$ cat config.mk
export PLATFORM = sky130hd
export DESIGN_NAME = tmc_timer
export DESIGN_NICKNAME = d
export VERILOG_FILES = /design/src/design/tmc_pkg.sv /design/src/design/tmc_tick.sv /design/src/design/tmc_timer.sv
export VERILOG_INCLUDE_DIRS = /design/src /design/src/design
export SDC_FILE = /design/constraint.sdc
export NUM_CORES = 1
export LEC_CHECK = 0
export BUFFER_PORTS_ARGS = -buffer_cell sky130_fd_sc_hd__buf_2
export CORE_MARGIN = 2
export CORE_UTILIZATION = 50
export DETAILED_ROUTE_END_ITERATION = 6
export GPL_TIMING_DRIVEN = 0
export HOLD_SLACK_MARGIN = 0.05
export PLACE_DENSITY = 0.72
export SYNTH_ARGS = -nofsm -noshare
export SYNTH_HDL_FRONTEND = slang
export SYNTH_SLANG_ARGS = --single-unit
$ cat constraint.sdc
create_clock -name pclk -period 2.7 [get_ports pclk]
set_input_delay 0.54 -clock pclk [delete_from_list [all_inputs] [get_ports pclk]]
set_output_delay 0.54 -clock pclk [all_outputs]
set_load 0.1 [all_outputs]
$ cat src/design/tmc_defs.svh
// Offsets, field positions, reset values and prescale counts for the timer shell
//------------------------------------------------------------
// Behaviour
//------------------------------------------------------------
`ifndef TMC_DEFS_SVH
`define TMC_DEFS_SVH

// Register byte addresses
`define TMC_OFS_CTRL0 8'h00
`define TMC_OFS_CTRL1 8'h04
`define TMC_OFS_CNT_L 8'h08
`define TMC_OFS_CNT_H 8'h0c
`define TMC_OFS_CMPA_L 8'h10
`define TMC_OFS_CMPA_H 8'h14
`define TMC_OFS_CMPP_L 8'h18
`define TMC_OFS_CMPP_H 8'h1c
`define TMC_OFS_ROUTE 8'h20
`define TMC_OFS_STATUS 8'h24

// Control 0 fields
`define TMC_C0_PAUSE 7
`define TMC_C0_CKSEL_HI 6
`define TMC_C0_CKSEL_LO 4
`define TMC_C0_ON 3
`define TMC_C0_MASK 8'hf8

// Control 1 fields
`define TMC_C1_MODE_HI 7
`define TMC_C1_MODE_LO 6
`define TMC_C1_IO_HI 5
`define TMC_C1_IO_LO 4
`define TMC_C1_OC 3
`define TMC_C1_POL 2
`define TMC_C1_DPX 1
`define TMC_C1_CCLR 0

// Pin route fields, both variants share the implemented mask
`define TMC_RT_CLKOUT 7
`define TMC_RT_BIT2 2
`define TMC_RT_BIT1 1
`define TMC_RT_BIT0 0
`define TMC_RT_MASK 8'h87

// Reset values
`define TMC_RST_BYTE 8'h00

// Mode codes
`define TMC_MODE_CMP 2'b00
`define TMC_MODE_CAP 2'b01
`define TMC_MODE_PWM 2'b10
`define TMC_MODE_TMR 2'b11

// Output function codes
`define TMC_IO_LOW 2'b01
`define TMC_IO_HIGH 2'b10
`define TMC_IO_TGL 2'b11
`define TMC_IO_PWM 2'b10

// Clock select codes
`define TMC_CK_SYS4 3'b000
`define TMC_CK_SYS 3'b001
`define TMC_CK_H16 3'b010
`define TMC_CK_H64 3'b011
`define TMC_CK_TBC 3'b100
`define TMC_CK_H8 3'b101
`define TMC_CK_RISE 3'b110
`define TMC_CK_FALL 3'b111

// Prescale divide counts
`define TMC_DIV4 7'd4
`define TMC_DIV8 7'd8
`define TMC_DIV16 7'd16
`define TMC_DIV64 7'd64

`endif

$ cat src/design/tmc_pkg.sv
// Types shared by the timer shell modules
package tmc_pkg;
   typedef logic [7:0] tmc_byte_type;
   typedef logic [2:0] tmc_cksel_type;
   typedef logic [1:0] tmc_mode_type;
endpackage

$ cat src/design/tmc_tick.sv
// Counter clock selection, prescalers and external input edge detection
`timescale 1ns/1ns
`include "tmc_defs.svh"
module tmc_tick
   import tmc_pkg::*;
(
   input wire logic pclk, // System clock
   input wire logic presetn, // Asynchronous reset, active low
   input wire tmc_cksel_type clock_source_select, // Source code
   input wire logic timer_clock_input, // External timer pin
   input wire logic time_base_clock, // Time-base clock, foreign domain
   output logic tick_r // One-cycle count enable
);
   //------------------------------------------------------------
   // State
   //------------------------------------------------------------
   logic [6:0] pre_r; // Free-running prescaler
   logic [6:0] pre_nxt;
   logic tck_s1_r; // First synchroniser stage
   logic tck_s2_r; // Second synchroniser stage
   logic tck_d_r; // Previous synchronised level
   logic tbc_s1_r;
   logic tbc_s2_r;
   logic tbc_d_r;
   logic tick_nxt;

   // Division tick when prescaler wraps its period
   function automatic logic div_hit(input logic [6:0] cnt, input logic [6:0] div);
      div_hit = ((cnt & (div - 7'd1)) == (div - 7'd1));
   endfunction

   //------------------------------------------------------------
   // Next values
   //------------------------------------------------------------
   // High clock taken as the system clock here; one prescaler serves all ratios
   always_comb
   begin
      pre_nxt = pre_r + 7'd1;
      tick_nxt = 1'b0;
      case (clock_source_select)
         `TMC_CK_SYS4: tick_nxt = div_hit(pre_r, `TMC_DIV4);
         `TMC_CK_SYS: tick_nxt = 1'b1;
         `TMC_CK_H16: tick_nxt = div_hit(pre_r, `TMC_DIV16);
         `TMC_CK_H64: tick_nxt = div_hit(pre_r, `TMC_DIV64);
         `TMC_CK_TBC: tick_nxt = tbc_s2_r & ~tbc_d_r;
         `TMC_CK_H8: tick_nxt = div_hit(pre_r, `TMC_DIV8);
         `TMC_CK_RISE: tick_nxt = tck_s2_r & ~tck_d_r;
         `TMC_CK_FALL: tick_nxt = ~tck_s2_r & tck_d_r;
         default: tick_nxt = 1'b0;
      endcase
   end

   //------------------------------------------------------------
   // Registers
   //------------------------------------------------------------
   // Edge detectors read only the second stage, never the first
   always_ff @(posedge pclk or negedge presetn)
   begin
      if (!presetn)
      begin
         pre_r <= 7'h00;
         tck_s1_r <= 1'b0;
         tck_s2_r <= 1'b0;
         tck_d_r <= 1'b0;
         tbc_s1_r <= 1'b0;
         tbc_s2_r <= 1'b0;
         tbc_d_r <= 1'b0;
         tick_r <= 1'b0;
      end
      else
      begin
         pre_r <= pre_nxt;
         tck_s1_r <= timer_clock_input;
         tck_s2_r <= tck_s1_r;
         tck_d_r <= tck_s2_r;
         tbc_s1_r <= time_base_clock;
         tbc_s2_r <= tbc_s1_r;
         tbc_d_r <= tbc_s2_r;
         tick_r <= tick_nxt;
      end
   end
endmodule

$ cat src/design/tmc_timer.sv
// Timer module shell: APB registers, counter, comparators, pin routing
//
// The register offsets and the APB slave port were left to the implementer.
`timescale 1ns/1ns
`include "tmc_defs.svh"
module tmc_timer
   import tmc_pkg::*;
#(
   parameter int CW = 16, // Counter and compare A width
   parameter int PW = 10, // Compare P width
   parameter bit LARGE = 1'b1, // Pin route layout: 1 large, 0 small
   parameter int OWN_PIN = 2 // Which output pin this timer owns
)
(
   input wire logic pclk, // System clock
   input wire logic presetn, // Asynchronous reset, active low
   input wire logic psel, // APB select
   input wire logic penable, // APB access phase
   input wire logic pwrite, // APB direction
   input wire logic [7:0] paddr, // APB byte address
   input wire logic [31:0] pwdata, // APB write data
   output logic [31:0] prdata, // APB read data
   output logic pready, // APB ready
   output logic pslverr, // APB error on unmapped address
   input wire logic timer_clock_input, // External clock pin
   input wire logic time_base_clock, // Time-base clock
   input wire logic timer_output_pin_i, // Output pin level as input
   output logic timer_output_pin_o, // Output pin drive value
   output logic timer_output_pin_oe, // Output pin enable
   output logic timer_clock_claim, // Input pin taken by timer
   output logic irq_a, // Comparator A match pulse
   output logic irq_p, // Comparator P match pulse
   output logic clock_out_pin_enable, // Clock-out pin route
   output logic output0_pin_enable, // Output 0 route
   output logic output1_alt_a_enable, // Output 1 route, first site
   output logic output1_alt_b_enable, // Output 1 route, second site
   output logic output2_pin_enable // Output 2 route
);
   //------------------------------------------------------------
   // Declarations
   //------------------------------------------------------------
   logic [7:0] c0_r, c0_nxt; // Control 0
   logic [7:0] c1_r, c1_nxt; // Control 1
   logic [7:0] route_r, route_nxt; // Pin route
   logic [7:0] hold_r, hold_nxt; // Shared low-byte buffer
   logic [CW-1:0] cmpa_r, cmpa_nxt; // Compare A or capture
   logic [PW-1:0] cmpp_r, cmpp_nxt; // Compare P
   logic [CW-1:0] cnt_r, cnt_nxt; // Counter
   logic out_r, out_nxt; // Internal output level
   logic on_d_r; // Previous on bit
   logic cap_s1_r, cap_s2_r, cap_d_r; // Pin input sync and edge
   logic [31:0] prdata_r, prdata_nxt;
   logic pready_r, pready_nxt;
   logic pslverr_r, pslverr_nxt;
   logic pin_o_r, pin_o_nxt, pin_oe_r, pin_oe_nxt;
   logic claim_r, irq_a_r, irq_a_nxt, irq_p_r, irq_p_nxt;
   logic [4:0] rt_out_r, rt_out_nxt; // Route outputs
   logic tick; // Count enable from clock selector
   logic done; // Transfer completes this edge
   logic wr, rd; // Completing write or read
   logic mapped; // Address decodes
   logic own_en; // Route bit for this timer's pin
   logic match_a, match_p, start;
   logic pwm_act;
   tmc_mode_type mode;
   logic [1:0] io;
   tmc_byte_type wb;

   // Byte of a right-aligned value, high when hi is set
   function automatic tmc_byte_type pick(input logic [15:0] v, input logic hi);
      pick = hi ? v[15:8] : v[7:0];
   endfunction

   //------------------------------------------------------------
   // Clock source
   //------------------------------------------------------------
   tmc_tick u_tick (
      .pclk(pclk),
      .presetn(presetn),
      .clock_source_select(c0_r[`TMC_C0_CKSEL_HI:`TMC_C0_CKSEL_LO]),
      .timer_clock_input(timer_clock_input),
      .time_base_clock(time_base_clock),
      .tick_r(tick)
   );

   //------------------------------------------------------------
   // Decode
   //------------------------------------------------------------
   // Answer comes on the second access cycle; effects land only then
   assign done = psel & penable & pready_r;
   assign wr = done & pwrite;
   assign rd = done & ~pwrite;
   assign wb = pwdata[7:0];
   assign mode = c1_r[`TMC_C1_MODE_HI:`TMC_C1_MODE_LO];
   assign io = c1_r[`TMC_C1_IO_HI:`TMC_C1_IO_LO];
   assign start = c0_r[`TMC_C0_ON] & ~on_d_r;
   always_comb
   begin
      case (paddr)
         `TMC_OFS_CTRL0, `TMC_OFS_CTRL1, `TMC_OFS_CNT_L, `TMC_OFS_CNT_H,
         `TMC_OFS_CMPA_L, `TMC_OFS_CMPA_H, `TMC_OFS_CMPP_L, `TMC_OFS_CMPP_H,
         `TMC_OFS_ROUTE, `TMC_OFS_STATUS: mapped = 1'b1;
         default: mapped = 1'b0; // Unmapped: error, reads zero
      endcase
   end

   // This timer's pin enable; small layout gives output 1 two sites
   always_comb
   begin
      if (OWN_PIN == 1 && !LARGE)
         own_en = route_r[`TMC_RT_BIT1] | route_r[`TMC_RT_BIT2];
      else if (OWN_PIN == 2)
         own_en = route_r[`TMC_RT_BIT2];
      else if (OWN_PIN == 1)
         own_en = route_r[`TMC_RT_BIT1];
      else
         own_en = route_r[`TMC_RT_BIT0];
   end

   //------------------------------------------------------------
   // Comparators
   //------------------------------------------------------------
   // P compares the top bits of the counter
   assign match_a = tick & (cnt_r == cmpa_r);
   assign match_p = tick & (cnt_r[CW-1 -: PW] == cmpp_r);
   assign pwm_act = c1_r[`TMC_C1_DPX] ? (cnt_r[CW-1 -: PW] < cmpp_r) : (cnt_r < cmpa_r);

   //------------------------------------------------------------
   // Bus next values
   //------------------------------------------------------------
   always_comb
   begin
      pready_nxt = psel & penable & ~pready_r;
      pslverr_nxt = psel & penable & ~pready_r & ~mapped;
      prdata_nxt = prdata_r;
      if (psel & penable & ~pready_r & ~pwrite)
      begin
         prdata_nxt = 32'h0000_0000;
         case (paddr)
            `TMC_OFS_CTRL0: prdata_nxt[7:0] = c0_r;
            `TMC_OFS_CTRL1: prdata_nxt[7:0] = c1_r;
            `TMC_OFS_CNT_L, `TMC_OFS_CMPA_L, `TMC_OFS_CMPP_L: prdata_nxt[7:0] = hold_r;
            `TMC_OFS_CNT_H: prdata_nxt[7:0] = pick(16'(cnt_r), 1'b1);
            `TMC_OFS_CMPA_H: prdata_nxt[7:0] = pick(16'(cmpa_r), 1'b1);
            `TMC_OFS_CMPP_H: prdata_nxt[7:0] = pick(16'(cmpp_r), 1'b1);
            `TMC_OFS_ROUTE: prdata_nxt[7:0] = route_r & `TMC_RT_MASK;
            `TMC_OFS_STATUS: prdata_nxt[1:0] = {pin_o_r, c0_r[`TMC_C0_ON] & ~c0_r[`TMC_C0_PAUSE]};
            default: prdata_nxt = 32'h0000_0000;
         endcase
      end
   end

   //------------------------------------------------------------
   // Register file next values
   //------------------------------------------------------------
   // Only the holding buffer and high bytes move on low/high accesses
   always_comb
   begin
      c0_nxt = c0_r;
      c1_nxt = c1_r;
      route_nxt = route_r;
      hold_nxt = hold_r;
      cmpa_nxt = cmpa_r;
      cmpp_nxt = cmpp_r;
      if (wr)
      begin
         case (paddr)
            `TMC_OFS_CTRL0: c0_nxt = wb & `TMC_C0_MASK;
            `TMC_OFS_CTRL1: c1_nxt = wb;
            `TMC_OFS_CMPA_L, `TMC_OFS_CMPP_L: hold_nxt = wb;
            `TMC_OFS_CMPA_H: cmpa_nxt = CW'({wb, hold_r});
            `TMC_OFS_CMPP_H: cmpp_nxt = PW'({wb, hold_r});
            `TMC_OFS_ROUTE: route_nxt = wb & `TMC_RT_MASK;
            default: hold_nxt = hold_r;
         endcase
      end
      else if (rd)
      begin
         case (paddr)
            `TMC_OFS_CNT_H: hold_nxt = pick(16'(cnt_r), 1'b0);
            `TMC_OFS_CMPA_H: hold_nxt = pick(16'(cmpa_r), 1'b0);
            `TMC_OFS_CMPP_H: hold_nxt = pick(16'(cmpp_r), 1'b0);
            default: hold_nxt = hold_r;
         endcase
      end
      // Capture mode stores the counter in compare A on a pin rising edge
      if (mode == `TMC_MODE_CAP && own_en && cap_s2_r && !cap_d_r)
         cmpa_nxt = cnt_r;
   end

   //------------------------------------------------------------
   // Counter and output next values
   //------------------------------------------------------------
   always_comb
   begin
      cnt_nxt = cnt_r;
      out_nxt = out_r;
      irq_a_nxt = 1'b0;
      irq_p_nxt = 1'b0;
      if (start)
      begin
         cnt_nxt = '0; // Off to on restarts from zero
         out_nxt = c1_r[`TMC_C1_OC];
      end
      else if (c0_r[`TMC_C0_ON] && !c0_r[`TMC_C0_PAUSE] && tick)
      begin
         irq_a_nxt = match_a;
         irq_p_nxt = match_p;
         if (mode == `TMC_MODE_PWM)
         begin
            // Period comparator closes the cycle
            if (c1_r[`TMC_C1_DPX] ? match_a : match_p)
               cnt_nxt = '0;
            else
               cnt_nxt = cnt_r + CW'(1);
         end
         else if (c1_r[`TMC_C1_CCLR] ? match_a : match_p)
            cnt_nxt = '0;
         else
            cnt_nxt = cnt_r + CW'(1);
         if (mode == `TMC_MODE_CMP && match_a)
         begin
            case (io)
               `TMC_IO_LOW: out_nxt = 1'b0;
               `TMC_IO_HIGH: out_nxt = 1'b1;
               `TMC_IO_TGL: out_nxt = ~out_r;
               default: out_nxt = out_r;
            endcase
         end
      end
   end

   //------------------------------------------------------------
   // Pin drive next values
   //------------------------------------------------------------
   // Polarity inverts the pin, not the internal level
   always_comb
   begin
      pin_o_nxt = out_r ^ c1_r[`TMC_C1_POL];
      pin_oe_nxt = 1'b0;
      case (mode)
         `TMC_MODE_CMP: pin_oe_nxt = own_en;
         `TMC_MODE_PWM:
         begin
            pin_oe_nxt = own_en;
            if (io == `TMC_IO_PWM)
               pin_o_nxt = (pwm_act ~^ c1_r[`TMC_C1_OC]) ^ c1_r[`TMC_C1_POL];
            else
               pin_o_nxt = (io[0] ~^ c1_r[`TMC_C1_OC]) ^ c1_r[`TMC_C1_POL];
         end
         default: pin_oe_nxt = 1'b0; // Capture and timer leave pin undriven
      endcase
      // Small layout: output 1 sites follow bits 1 and 2, software keeps one set; large holds the second site off
      if (LARGE)
         rt_out_nxt = {route_r[`TMC_RT_CLKOUT], route_r[`TMC_RT_BIT0], route_r[`TMC_RT_BIT1],
                       1'b0, route_r[`TMC_RT_BIT2]};
      else
         rt_out_nxt = {route_r[`TMC_RT_CLKOUT], route_r[`TMC_RT_BIT0], route_r[`TMC_RT_BIT1],
                       route_r[`TMC_RT_BIT2], 1'b0};
   end

   //------------------------------------------------------------
   // Registers
   //------------------------------------------------------------
   always_ff @(posedge pclk or negedge presetn)
   begin
      if (!presetn)
      begin
         c0_r <= `TMC_RST_BYTE;
         c1_r <= `TMC_RST_BYTE;
         route_r <= `TMC_RST_BYTE;
         hold_r <= `TMC_RST_BYTE;
         cmpa_r <= '0;
         cmpp_r <= '0;
         cnt_r <= '0;
         out_r <= 1'b0;
         on_d_r <= 1'b0;
         cap_s1_r <= 1'b0;
         cap_s2_r <= 1'b0;
         cap_d_r <= 1'b0;
         prdata_r <= 32'h0000_0000;
         pready_r <= 1'b0;
         pslverr_r <= 1'b0;
         pin_o_r <= 1'b0;
         pin_oe_r <= 1'b0;
         claim_r <= 1'b0;
         irq_a_r <= 1'b0;
         irq_p_r <= 1'b0;
         rt_out_r <= 5'h00;
      end
      else
      begin
         c0_r <= c0_nxt;
         c1_r <= c1_nxt;
         route_r <= route_nxt;
         hold_r <= hold_nxt;
         cmpa_r <= cmpa_nxt;
         cmpp_r <= cmpp_nxt;
         cnt_r <= cnt_nxt;
         out_r <= out_nxt;
         on_d_r <= c0_r[`TMC_C0_ON];
         cap_s1_r <= timer_output_pin_i;
         cap_s2_r <= cap_s1_r;
         cap_d_r <= cap_s2_r;
         prdata_r <= prdata_nxt;
         pready_r <= pready_nxt;
         pslverr_r <= pslverr_nxt;
         pin_o_r <= pin_o_nxt;
         pin_oe_r <= pin_oe_nxt;
         claim_r <= (c0_r[`TMC_C0_CKSEL_HI:`TMC_C0_CKSEL_HI-1] == 2'b11);
         irq_a_r <= irq_a_nxt;
         irq_p_r <= irq_p_nxt;
         rt_out_r <= rt_out_nxt;
      end
   end

   //------------------------------------------------------------
   // Outputs
   //------------------------------------------------------------
   assign prdata = prdata_r;
   assign pready = pready_r;
   assign pslverr = pslverr_r;
   assign timer_output_pin_o = pin_o_r;
   assign timer_output_pin_oe = pin_oe_r;
   assign timer_clock_claim = claim_r;
   assign irq_a = irq_a_r;
   assign irq_p = irq_p_r;
   assign clock_out_pin_enable = rt_out_r[4];
   assign output0_pin_enable = rt_out_r[3];
   assign output1_alt_a_enable = rt_out_r[2];
   assign output1_alt_b_enable = rt_out_r[1];
   assign output2_pin_enable = rt_out_r[0];
endmodule

Word-level counts from Yosys, hierarchy flattened

Cells that the tools add are included.

Register bits after elaboration: 105
Bits of input ports: 48

$add $sub $neg: 2
$lt $le $gt $ge: 2
Equality and inequality tests: 29
Mux-type cells: 30
Bitwise logic cells: 28
Reductions and logical operators: 29

Operator list:

| kind                    | count |
|---|---|
| $mux W16                | 8 |
| $pmux W6 S6             | 1 |
| $eq A8 B5 Y1 const B    | 4 |
| $mux W8                 | 3 |
| $pmux W8 S3             | 1 |
| $add A16 B1 Y16 const B | 1 |
| $eq A16 B16 Y1          | 1 |
| $eq A8 B4 Y1 const B    | 2 |
| $eq A8 B6 Y1 const B    | 2 |
| $lt A16 B16 Y1          | 1 |
| $eq A3 B3 Y1 const B    | 5 |
| $and A1 B1 Y1           | 14 |
| $mux W1                 | 14 |
| $pmux W2 S7             | 1 |
| $eq A10 B10 Y1          | 1 |
| $eq A2 B2 Y1 const B    | 5 |
| $lt A10 B10 Y1          | 1 |
| $reduce_and A2 Y1       | 5 |
| $reduce_bool A2 Y1      | 5 |
| $reduce_or A10 Y1       | 1 |
| $not A1 Y1              | 9 |
| $eq A8 B3 Y1 const B    | 1 |
| $logic_not A8 Y1        | 1 |
| $pmux W1 S8             | 1 |
| 18 further kinds        | 32 |

Logic depth before layout (Yosys ltp)

Gate-level depths: netlist (run 1).

Depth in word-level cells: 7
Depth in mapped cells: 11

Cells and area by module

A second synthesis (run 1) with hierarchy kept.

Cells, all modules: 572
Area, all modules: 5778.0 um2

Modules (own cells, without submodules):

| module    | instances | cells each | area each (um2) | sequential area each (um2) |
|---|---|---|---|---|
| tmc_timer | 1         | 538        | 5306.3          | 2277.2 |
| tmc_tick  | 1         | 34         | 471.7           | 325.3 |

Worst setup path before layout (run 1)

OpenSTA, ideal clock, no wires.

Path kind: register -> register
Start point: reg pready_r (netlist: pready)
End point: reg c1_r[0]
Data arrival time: 2.240 ns
Data required time: 2.575 ns
Setup slack: 0.335 ns
Cell stages (with the launch flop): 5
Buffers on the path: 1
Clock period less this slack: 2.365 ns
Cells stage by stage: dfrtp_1 and4_1 clkbuf_1 nand4_1 mux2_2

Longest elaborated chain between the ends: 3

Ends and longest elaborated chain:

| what                               | line             | source |
|---|---|---|
| start: declaration                 | tmc_timer.sv:53  | `logic pready_r, pready_nxt;` |
| start signal: assignment           | tmc_timer.sv:306 | `pready_r <= pready_nxt;` |
| $and A1 B1 Y1                      | tmc_timer.sv:90  | `assign done = psel & penable & pready_r;` |
| $and A1 B1 Y1                      | tmc_timer.sv:91  | `assign wr = done & pwrite;` |
| $reduce_and A2 Y1 (no source line) | n/a              |  |
| end signal: assignment             | tmc_timer.sv:270 | `` c1_r <= `TMC_RST_BYTE; `` |
| end signal: assignment             | tmc_timer.sv:294 | `c1_r <= c1_nxt;` |
| end: declaration                   | tmc_timer.sv:43  | `logic [7:0] c1_r, c1_nxt;` |

Every way passes these cells.
A chain may end at the register's enable or synchronous reset.

Worst setup path after layout (run 1)

Start point: reg cnt_r[11]
End point: reg cnt_r[12]

Longest elaborated chain between the ends: 7

Ends and longest elaborated chain:

| what                                                                    | line             | source |
|---|---|---|
| start: declaration                                                      | tmc_timer.sv:48  | `logic [CW-1:0] cnt_r, cnt_nxt;` |
| start signal: assignment                                                | tmc_timer.sv:299 | `cnt_r <= cnt_nxt;` |
| parallel branches: the longest is 4 deep, another holds $add A16 B1 Y16 | n/a              |  |
| $mux W16 *                                                              | tmc_timer.sv:209 | `` if (mode == `TMC_MODE_PWM) `` |
| $mux W16 *                                                              | tmc_timer.sv:205 | `` else if (c0_r[`TMC_C0_ON] && !c0_r[`TMC_C0_PAUSE] && tick) `` |
| $mux W16 *                                                              | tmc_timer.sv:200 | `if (start)` |

Mark *: on every way between the ends. The select of a mux whose other input is x is not followed.

==> results of run 1 <==
==> registers in the layout (all words and copies together) (netlist names), 5 cells and up <==
name	count
cmpa_r	16
cnt_r	16
cmpp_r	10
c1_r	8
hold_r	8
prdata	8
u_tick.pre_r	6
c0_r	5
==> routing by layer <==
layer  share of wire  up-vias  global-route usage  wire length, µm
met4           0.033        0              0.1021              492
li1                -     2162                   -                -
met3           0.082       33             0.06998             1216
met5               0        -                   0                0
met1            0.43     2214              0.3236             6410
met2            0.45      189              0.3894             6751
==> through the flow <==
stage | setup TNS, ns | instance area, µm² | hold WS [ns]
3_5_place_dp | -2.588 | 6233 | 0.3380
4_1_cts | 0 | 6568 | 0.2145
5_1_grt | 0 | 6590 | 0.2437
2_1_floorplan | 0 | 5824 | 0.2444
3_3_place_gp | -1.604 | 6203 | 0.3333
6_report | 0 | 6590 | 0.1829
==> logic make-up (layout without fill, tap and decap cells) <==
| kind of cell | after synthesis | in the layout | synth area share |
|---|---|---|---|
| xor gates and xnor gates | 14 | 14 | 0.02138 |
| DFF | 104 | 104 | 0.4539 |
| other | 1 | 25 | 0.0006540 |
| muxes | 52 | 52 | 0.09492 |
| adders and majority gates | 29 | 29 | 0.06328 |
| and+or+nand+nor | 174 | 174 | 0.1444 |
| buffers and inverters | 82 | 141 | 0.07615 |
| AOI/OAI and AO/OA | 127 | 127 | 0.1453 |
==> repair_timing <==
action,in CTS,in global routing
buffers inserted,2,0
endpoints found under the setup margin,15,16
resized for setup,4,5
pin swaps,1,3
==> power breakdown <==
part,switching [mW],leakage [nW],internal [mW]
registers,0.0183,1.35,1.59
clock network,0.644,0.144,0.673
logic,0.458,1.62,0.0958
==> final cells by class <==
| class | instances | area [µm²] |
|---|---|---|
| Buffer | 50 | 316.6 |
| Timing Repair Buffer | 43 | 245.2 |
| Inverter | 32 | 120.1 |
| Tap cell | 143 | 178.9 |
| Fill cell | 980 | 4731 |
| Clock buffer | 10 | 239.0 |
| Clock inverter | 6 | 56.30 |
| Multi-Input combinational cell | 421 | 2830 |
| Sequential cell | 104 | 2604 |
==> cell usage in the layout (no fill, tap or decap), types with 3 or more instances in the layout <==
cell type,instances
nand4_1,7
and4_1,4
nand2_1,43
buf_2,42
a21oi_1,30
a222oi_1,5
nor2_1,56
clkbuf_1,15
o21ai_0,41
nor4_1,3
nand2b_1,4
ha_1,29
dfrtp_1,103
clkbuf_16,9
inv_1,32
buf_4,32
nand3_1,21
mux2i_1,33
a211oi_1,9
o31ai_1,5
and3_1,9
a32oi_1,4
xor2_1,8
mux2_2,19
nor2b_1,8
xnor2_1,6
o211ai_1,3
conb_1,25
a21oi_2,14
==> worst max-delay path by stage <==
stage | from | end
6_report | cnt_r[11] | cnt_r[12]
3_3_place_gp | cnt_r[13] | cnt_r[6]
5_1_grt | cnt_r[11] | cnt_r[12]
3_5_place_dp | cnt_r[15] | cnt_r[12]
4_1_cts | route_r[2] | cmpa_r[9]
2_1_floorplan | pready | c1_r[0]
==> impl_results.rst, run 1 <==
.. list-table::
   :header-rows: 1

   * - Metric
     - Value
   * - Status
     - complete, no violations
   * - Pre-CTS setup slack
     - -0.1984 ns
   * - # placed instances
     - a little under 800
   * - Sink count of the clock tree
     - approximately 100
   * - Sum of internal, switching and leakage power
     - between 3 and 4 mW
   * - CP cell instances
     - ha_1 -> nand4_1 -> nor4_4 -> nand2_2 -> o311ai_4 -> nor2b_1 -> o21ai_0 -> o31ai_1
   * - Max Freq
     - roughly 0.40 GHz
   * - Number of buffers added to fix hold violations after cts
     - 0
   * - Total I/O pin count
     - 92
   * - Pre-antenna DRT Iters
     - 5
   * - Predominant post-synthesis flop cell
     - dfrtp_1
   * - CTS tree
     - done
   * - Count of placed standard cells in the final layout, fillers left out
     - roughly 810
   * - Most frequently used cell type in the post-synthesis netlist
     - dfrtp_1
   * - Cell class contributing the biggest share of worst-path delay
     - simple AND/OR/NAND/NOR gates
   * - R2r startpoint
     - cnt_r[11]
   * - Yosys warning count
     - 0
   * - LEAKAGE
     - a little over 3 nW
   * - Worst path depth
     - 8
   * - Synth top area cells
     - dfrtp_1, ha_1, mux2i_1
   * - N_diodes
     - 0
   * - Longest individual stage delay on the worst path
     - approximately 0.5 ns
   * - Setup slack after layout
     - 0.2092 ns
   * - Cell at the root of the clock tree
     - clkbuf_16
   * - Clock buffers created by TritonCTS
     - 9
   * - Kind of critical path
     - register to register
   * - Worst path arrival time
     - between 2 and 3 ns
   * - Nature of the critical path startpoint
     - register
   * - Final number of hold-violating endpoints
     - 0
   * - Number of flops mapped to enable cells by yosys
     - 0
   * - Port Buffers
     - 40
   * - Pin count of the biggest net entering global routing
     - about 60
   * - Total number of H-tree levels
     - 3
   * - Clock slew at the register clock pins of the worst setup and hold paths
     - roughly 0.080 ns
   * - Final setup violation count
     - 0
   * - Area share of the largest cell type after synthesis
     - 0.4539
   * - Vias after detailed routing
     - 4,598
   * - Average size of a mapped cell
     - slightly below 10 µm²
   * - Max transition margin
     - 0.4320
   * - Detailed-route vias per instance
     - 5.684
   * - Via count of the first global-routing pass
     - around 4,500
   * - Share of layout cells above drive strength 1
     - 0.2072
   * - Post-synthesis sequential area ratio
     - 0.4539
   * - Max Cap Violations
     - 0
   * - Shortest period the worst path allows
     - 2.491 ns
   * - Hold WC Path Type
     - input pin to async pin
   * - Reg-to-reg endpoint
     - cnt_r[12]
   * - Worst VDD drop
     - 0.4422 mV
   * - Routed wirelength normalized by instance count
     - around 18 µm
   * - Final cycle utilization of the critical path
     - 0.9225
   * - Max-slew violation count
     - 0
   * - Drt initial violations
     - roughly 380
   * - Layout Skew
     - 0.01318 ns
   * - Post-DP HPWL
     - 10.95 mm
   * - Worst slew pin tran
     - ~0.85 ns
   * - Worst R2R Setup Slack
     - roughly 0.21 ns
   * - Final core utilization
     - 0.5821
   * - Post-route ant nets
     - 0
   * - Buffers from clock root to sink, at most
     - 2
   * - Clock latency on the worst-skew pair
     - around 0.36 ns
   * - Floorplan die area
     - 12,340 µm²
   * - Top fanout value on the critical path
     - 7
   * - Floorplan die height
     - 111.1 µm
   * - Proportion of synthesized flip-flops having asynchronous set or reset
     - 1.000
   * - Antenna violations before repair
     - 0
   * - Remaining DRCs
     - 0
   * - Cell depth of the worst flop-to-flop path
     - 8
   * - Top cells by count, synth
     - dfrtp_1, nor2_1, nand2_1
   * - Worst path required time
     - between 2 and 3 ns
   * - Crit path capture type
     - register
   * - First-pass GRT wire length
     - approximately 24 mm
   * - Count of different cell masters after synthesis
     - 52
   * - Post-Synthesis Cell Area
     - 5734 µm²
   * - Area added between synthesis and finish
     - 14.92%
   * - Synthesized flop and latch total
     - ~100
   * - Core area
     - ~11,000 µm²
   * - Number of placement rows
     - 39
   * - Total wirelength of the detailed-routed design
     - 14.87 mm
   * - Width of the chip
     - between 100 and 150 µm
   * - GRT Overall Usage
     - 0.2475
   * - RSZ-0062 raised after global routing
     - no
   * - Buf/Inv on CP
     - 0
   * - Cell taking the most area after synthesis
     - dfrtp_1
   * - PD cells
     - approximately 530 nW/µm²
   * - Effective utilization at floorplan
     - 0.5065
   * - Remaining global-route overflow
     - 0
   * - Slowest library cell on the worst path
     - dfrtp_1
   * - Net total in the final layout
     - between 700 and 800
   * - GP Congestion
     - between 0.9 and 1
   * - Synthesized instance count
     - 583
(Power assumes the default switching activity.)
==> run 2: changes to the inputs <==
ABC_AREA = 1   (was default)
CTS_CLUSTER_DIAMETER = 60   (was default)
==> impl_results.rst, run 2 <==
.. list-table::
   :header-rows: 1

   * - Metric
     - Value
   * - Total I/O pin count
     - slightly above 90
   * - First-pass GRT wire length
     - between 20 and 30 mm
   * - Worst VDD drop
     - 0.5067 mV
   * - Status
     - complete, no violations
   * - CTS tree
     - done
   * - Net total in the final layout
     - between 800 and 900
   * - Routed wirelength normalized by instance count
     - around 17 µm
   * - Cell at the root of the clock tree
     - clkbuf_16
   * - Nature of the critical path startpoint
     - register
   * - Buf/Inv on CP
     - 0
   * - Pin count of the biggest net entering global routing
     - 58
   * - Max Freq
     - ~0.45 GHz
   * - Number of buffers added to fix hold violations after cts
     - 0
   * - Detailed-route vias per instance
     - 5.393
   * - Predominant post-synthesis flop cell
     - dfrtp_1
   * - Crit path capture type
     - register
   * - Count of placed standard cells in the final layout, fillers left out
     - roughly 910
   * - Final cycle utilization of the critical path
     - 0.8298
   * - Most crowded layer after global routing
     - met2
   * - RSZ-0062 raised after global routing
     - no
   * - Met1 track utilization from global routing
     - 0.3716
   * - Cell taking the most area after synthesis
     - dfrtp_1
   * - Synth top area cells
     - dfrtp_1, nand2_1, inv_1
   * - Number of placement rows
     - 39
   * - Share of layout cells above drive strength 1
     - 0.1505
   * - Shortest period the worst path allows
     - about 2.2 ns
   * - Synthesized instance count
     - 681
   * - Core area
     - 11,270 µm²
   * - PD cells
     - ~500 nW/µm²
   * - Most used cell, CP
     - nand2_1
   * - Worst path required time
     - about 3 ns
   * - Hold WC Path Type
     - input pin to async pin
   * - Most common library cell in the layout ignoring fill and taps
     - nand2_1
   * - Area share of the largest cell type after synthesis
     - 0.4563
   * - Post-Synthesis Cell Area
     - 5703 µm²
   * - Yosys warning count
     - 0
   * - Final setup violation count
     - 0
   * - Cell class contributing the biggest share of worst-path delay
     - simple AND/OR/NAND/NOR gates
   * - Max transition margin
     - 0.5754
   * - Post-CTS setup buffer count
     - 0
   * - Max-slew violation count
     - 0
   * - Top flop regs
     - cmpa_r x16, cnt_r x16, cmpp_r x10
   * - Post-DP HPWL
     - around 12 mm
   * - GRT Overall Usage
     - 0.2650
   * - Worst slew pin tran
     - about 0.64 ns
   * - N_diodes
     - 0
   * - Count of different cell masters after synthesis
     - slightly above 40
   * - Remaining global-route overflow
     - 0
   * - Kind of critical path
     - register to register
   * - Layout Skew
     - 0.01142 ns
   * - Total negative slack
     - 0 ns
   * - Floorplan die height
     - ~110 µm
   * - Drt initial violations
     - about 480
   * - Width of the chip
     - 110.8 µm
   * - Worst path arrival time
     - about 2.5 ns
   * - Max Cap Violations
     - 0
   * - # placed instances
     - approximately 890
   * - Clock latency on the worst-skew pair
     - 0.37 ns
   * - Clock buffers created by TritonCTS
     - 9
   * - Antenna violations before repair
     - 0
   * - Port Buffers
     - 42
   * - Commonest cells after routing, fill and taps aside
     - nand2_1, dfrtp_1, inv_1
   * - Area added between synthesis and finish
     - 14.19%
   * - Buffers from clock root to sink, at most
     - 2
   * - Fillcell total
     - between 1,000 and 1,500
   * - Proportion of synthesized flip-flops having asynchronous set or reset
     - 1.000
   * - Synthesized flop and latch total
     - around 100
   * - Number of flops mapped to enable cells by yosys
     - 0
   * - Longest individual stage delay on the worst path
     - ~0.48 ns
   * - Sink count of the clock tree
     - approximately 100
   * - Clock slew at the register clock pins of the worst setup and hold paths
     - 0.08 ns
   * - Pre-antenna DRT Iters
     - 6
   * - Total wirelength of the detailed-routed design
     - 15.72 mm
   * - Via count of the first global-routing pass
     - between 4,000 and 5,000
   * - Met2 demand-to-capacity share in global routing
     - 0.3824
   * - Average size of a mapped cell
     - approximately 8.4 µm²
   * - LEAKAGE
     - about 3.2 nW
   * - Slowest library cell on the worst path
     - dfrtp_1
   * - Post-route ant nets
     - 0
   * - Global Route met3 Usage
     - 0.06397
   * - Effective utilization at floorplan
     - 0.5059
   * - GP Congestion
     - roughly 1.0
   * - Floorplan die area
     - around 12,000 µm²
   * - CP cell instances
     - ha_1 -> nand2_1 -> nor2_1 -> nand4_1 -> nor2_1 -> nand2_1 -> nand2_1 -> nand3_1 -> nand3_1 -> o22ai_1
   * - Top fanout value on the critical path
     - 6
   * - Remaining DRCs
     - 0
   * - Most frequently used cell type in the post-synthesis netlist
     - nand2_1
   * - Vias after detailed routing
     - between 4,000 and 5,000
   * - Post-synthesis sequential area ratio
     - 0.4563
   * - Final number of hold-violating endpoints
     - 0
   * - # resized after CTS
     - 0
   * - Total number of H-tree levels
     - 3
   * - Top cells by count, synth
     - nand2_1, dfrtp_1, inv_1
[run 2: per-stage QoR]
stage / util / power, mW / worst slack (ns) / hold slack [ns] / instance area [µm²]
floorplan: - / 1.876 / 0.5296 / 0.2444 / 5793
global placement: 0.5485 / 1.960 / 0.007433 / 0.3321 / 6182
detailed placement: 0.5511 / 1.969 / 0.5282 / 0.3347 / 6212
CTS: 0.5778 / 3.286 / 0.5151 / 0.2044 / 6513
global route: 0.5778 / 3.377 / 0.2817 / 0.2415 / 6513
finish: 0.5778 / 3.269 / 0.4595 / 0.1845 / 6513
[run 2: path summary, 6_finish.rpt]
check                                        start  depth (start not counted)         endpoint  slack, ns
worst max register to register            cnt_r[7]                         10        cnt_r[15]       0.46
worst max-delay path                      cnt_r[7]                         10        cnt_r[15]       0.46
min in group pclk               timer_output_pin_i                          1         cap_s1_r       0.27
worst min register to register            cap_s1_r                          0         cap_s2_r       0.35
max in group asynchronous                  presetn                          2        cmpp_r[9]       1.81
worst min-delay path                       presetn                          1  u_tick.pre_r[1]       0.18
[run 2: kinds of logic (layout without fill, tap and decap cells)]
group / after synthesis / in the layout / share of synthesized area
other: 1 / 25 / 0.0006576
adders and majority gates: 29 / 29 / 0.06362
xor gates and xnor gates: 13 / 13 / 0.01997
AOI/OAI and AO/OA: 161 / 161 / 0.1722
and+or+nand+nor: 228 / 228 / 0.1709
buffers and inverters: 145 / 204 / 0.1163
DFF: 104 / 104 / 0.4563
[run 2: power breakdown]
part	switching [mW]	leakage (nW)	internal, mW
registers	0.00932	1.38	1.58
logic	0.289	1.65	0.0653
clock network	0.671	0.145	0.658
total	0.970	3.17	2.30
[run 2: routing by layer]
metal,wire length (µm),vias up
met5,0,-
met4,755,0
met3,1224,51
met2,6722,215
met1,7021,2260
li1,-,2365
[run 2: layout make-up]
cell class	instances	area, µm²	area share
inverter	103	386.6	0.05937
buffer	42	276.5	0.04246
clock inverter	7	75.07	0.01153
multi-input combinational	456	2527	0.3881
sequential	104	2603	0.3996
timing repair buffer	43	240.2	0.03689
tap	143	178.9	0.02747
clock buffer	9	225.2	0.03458
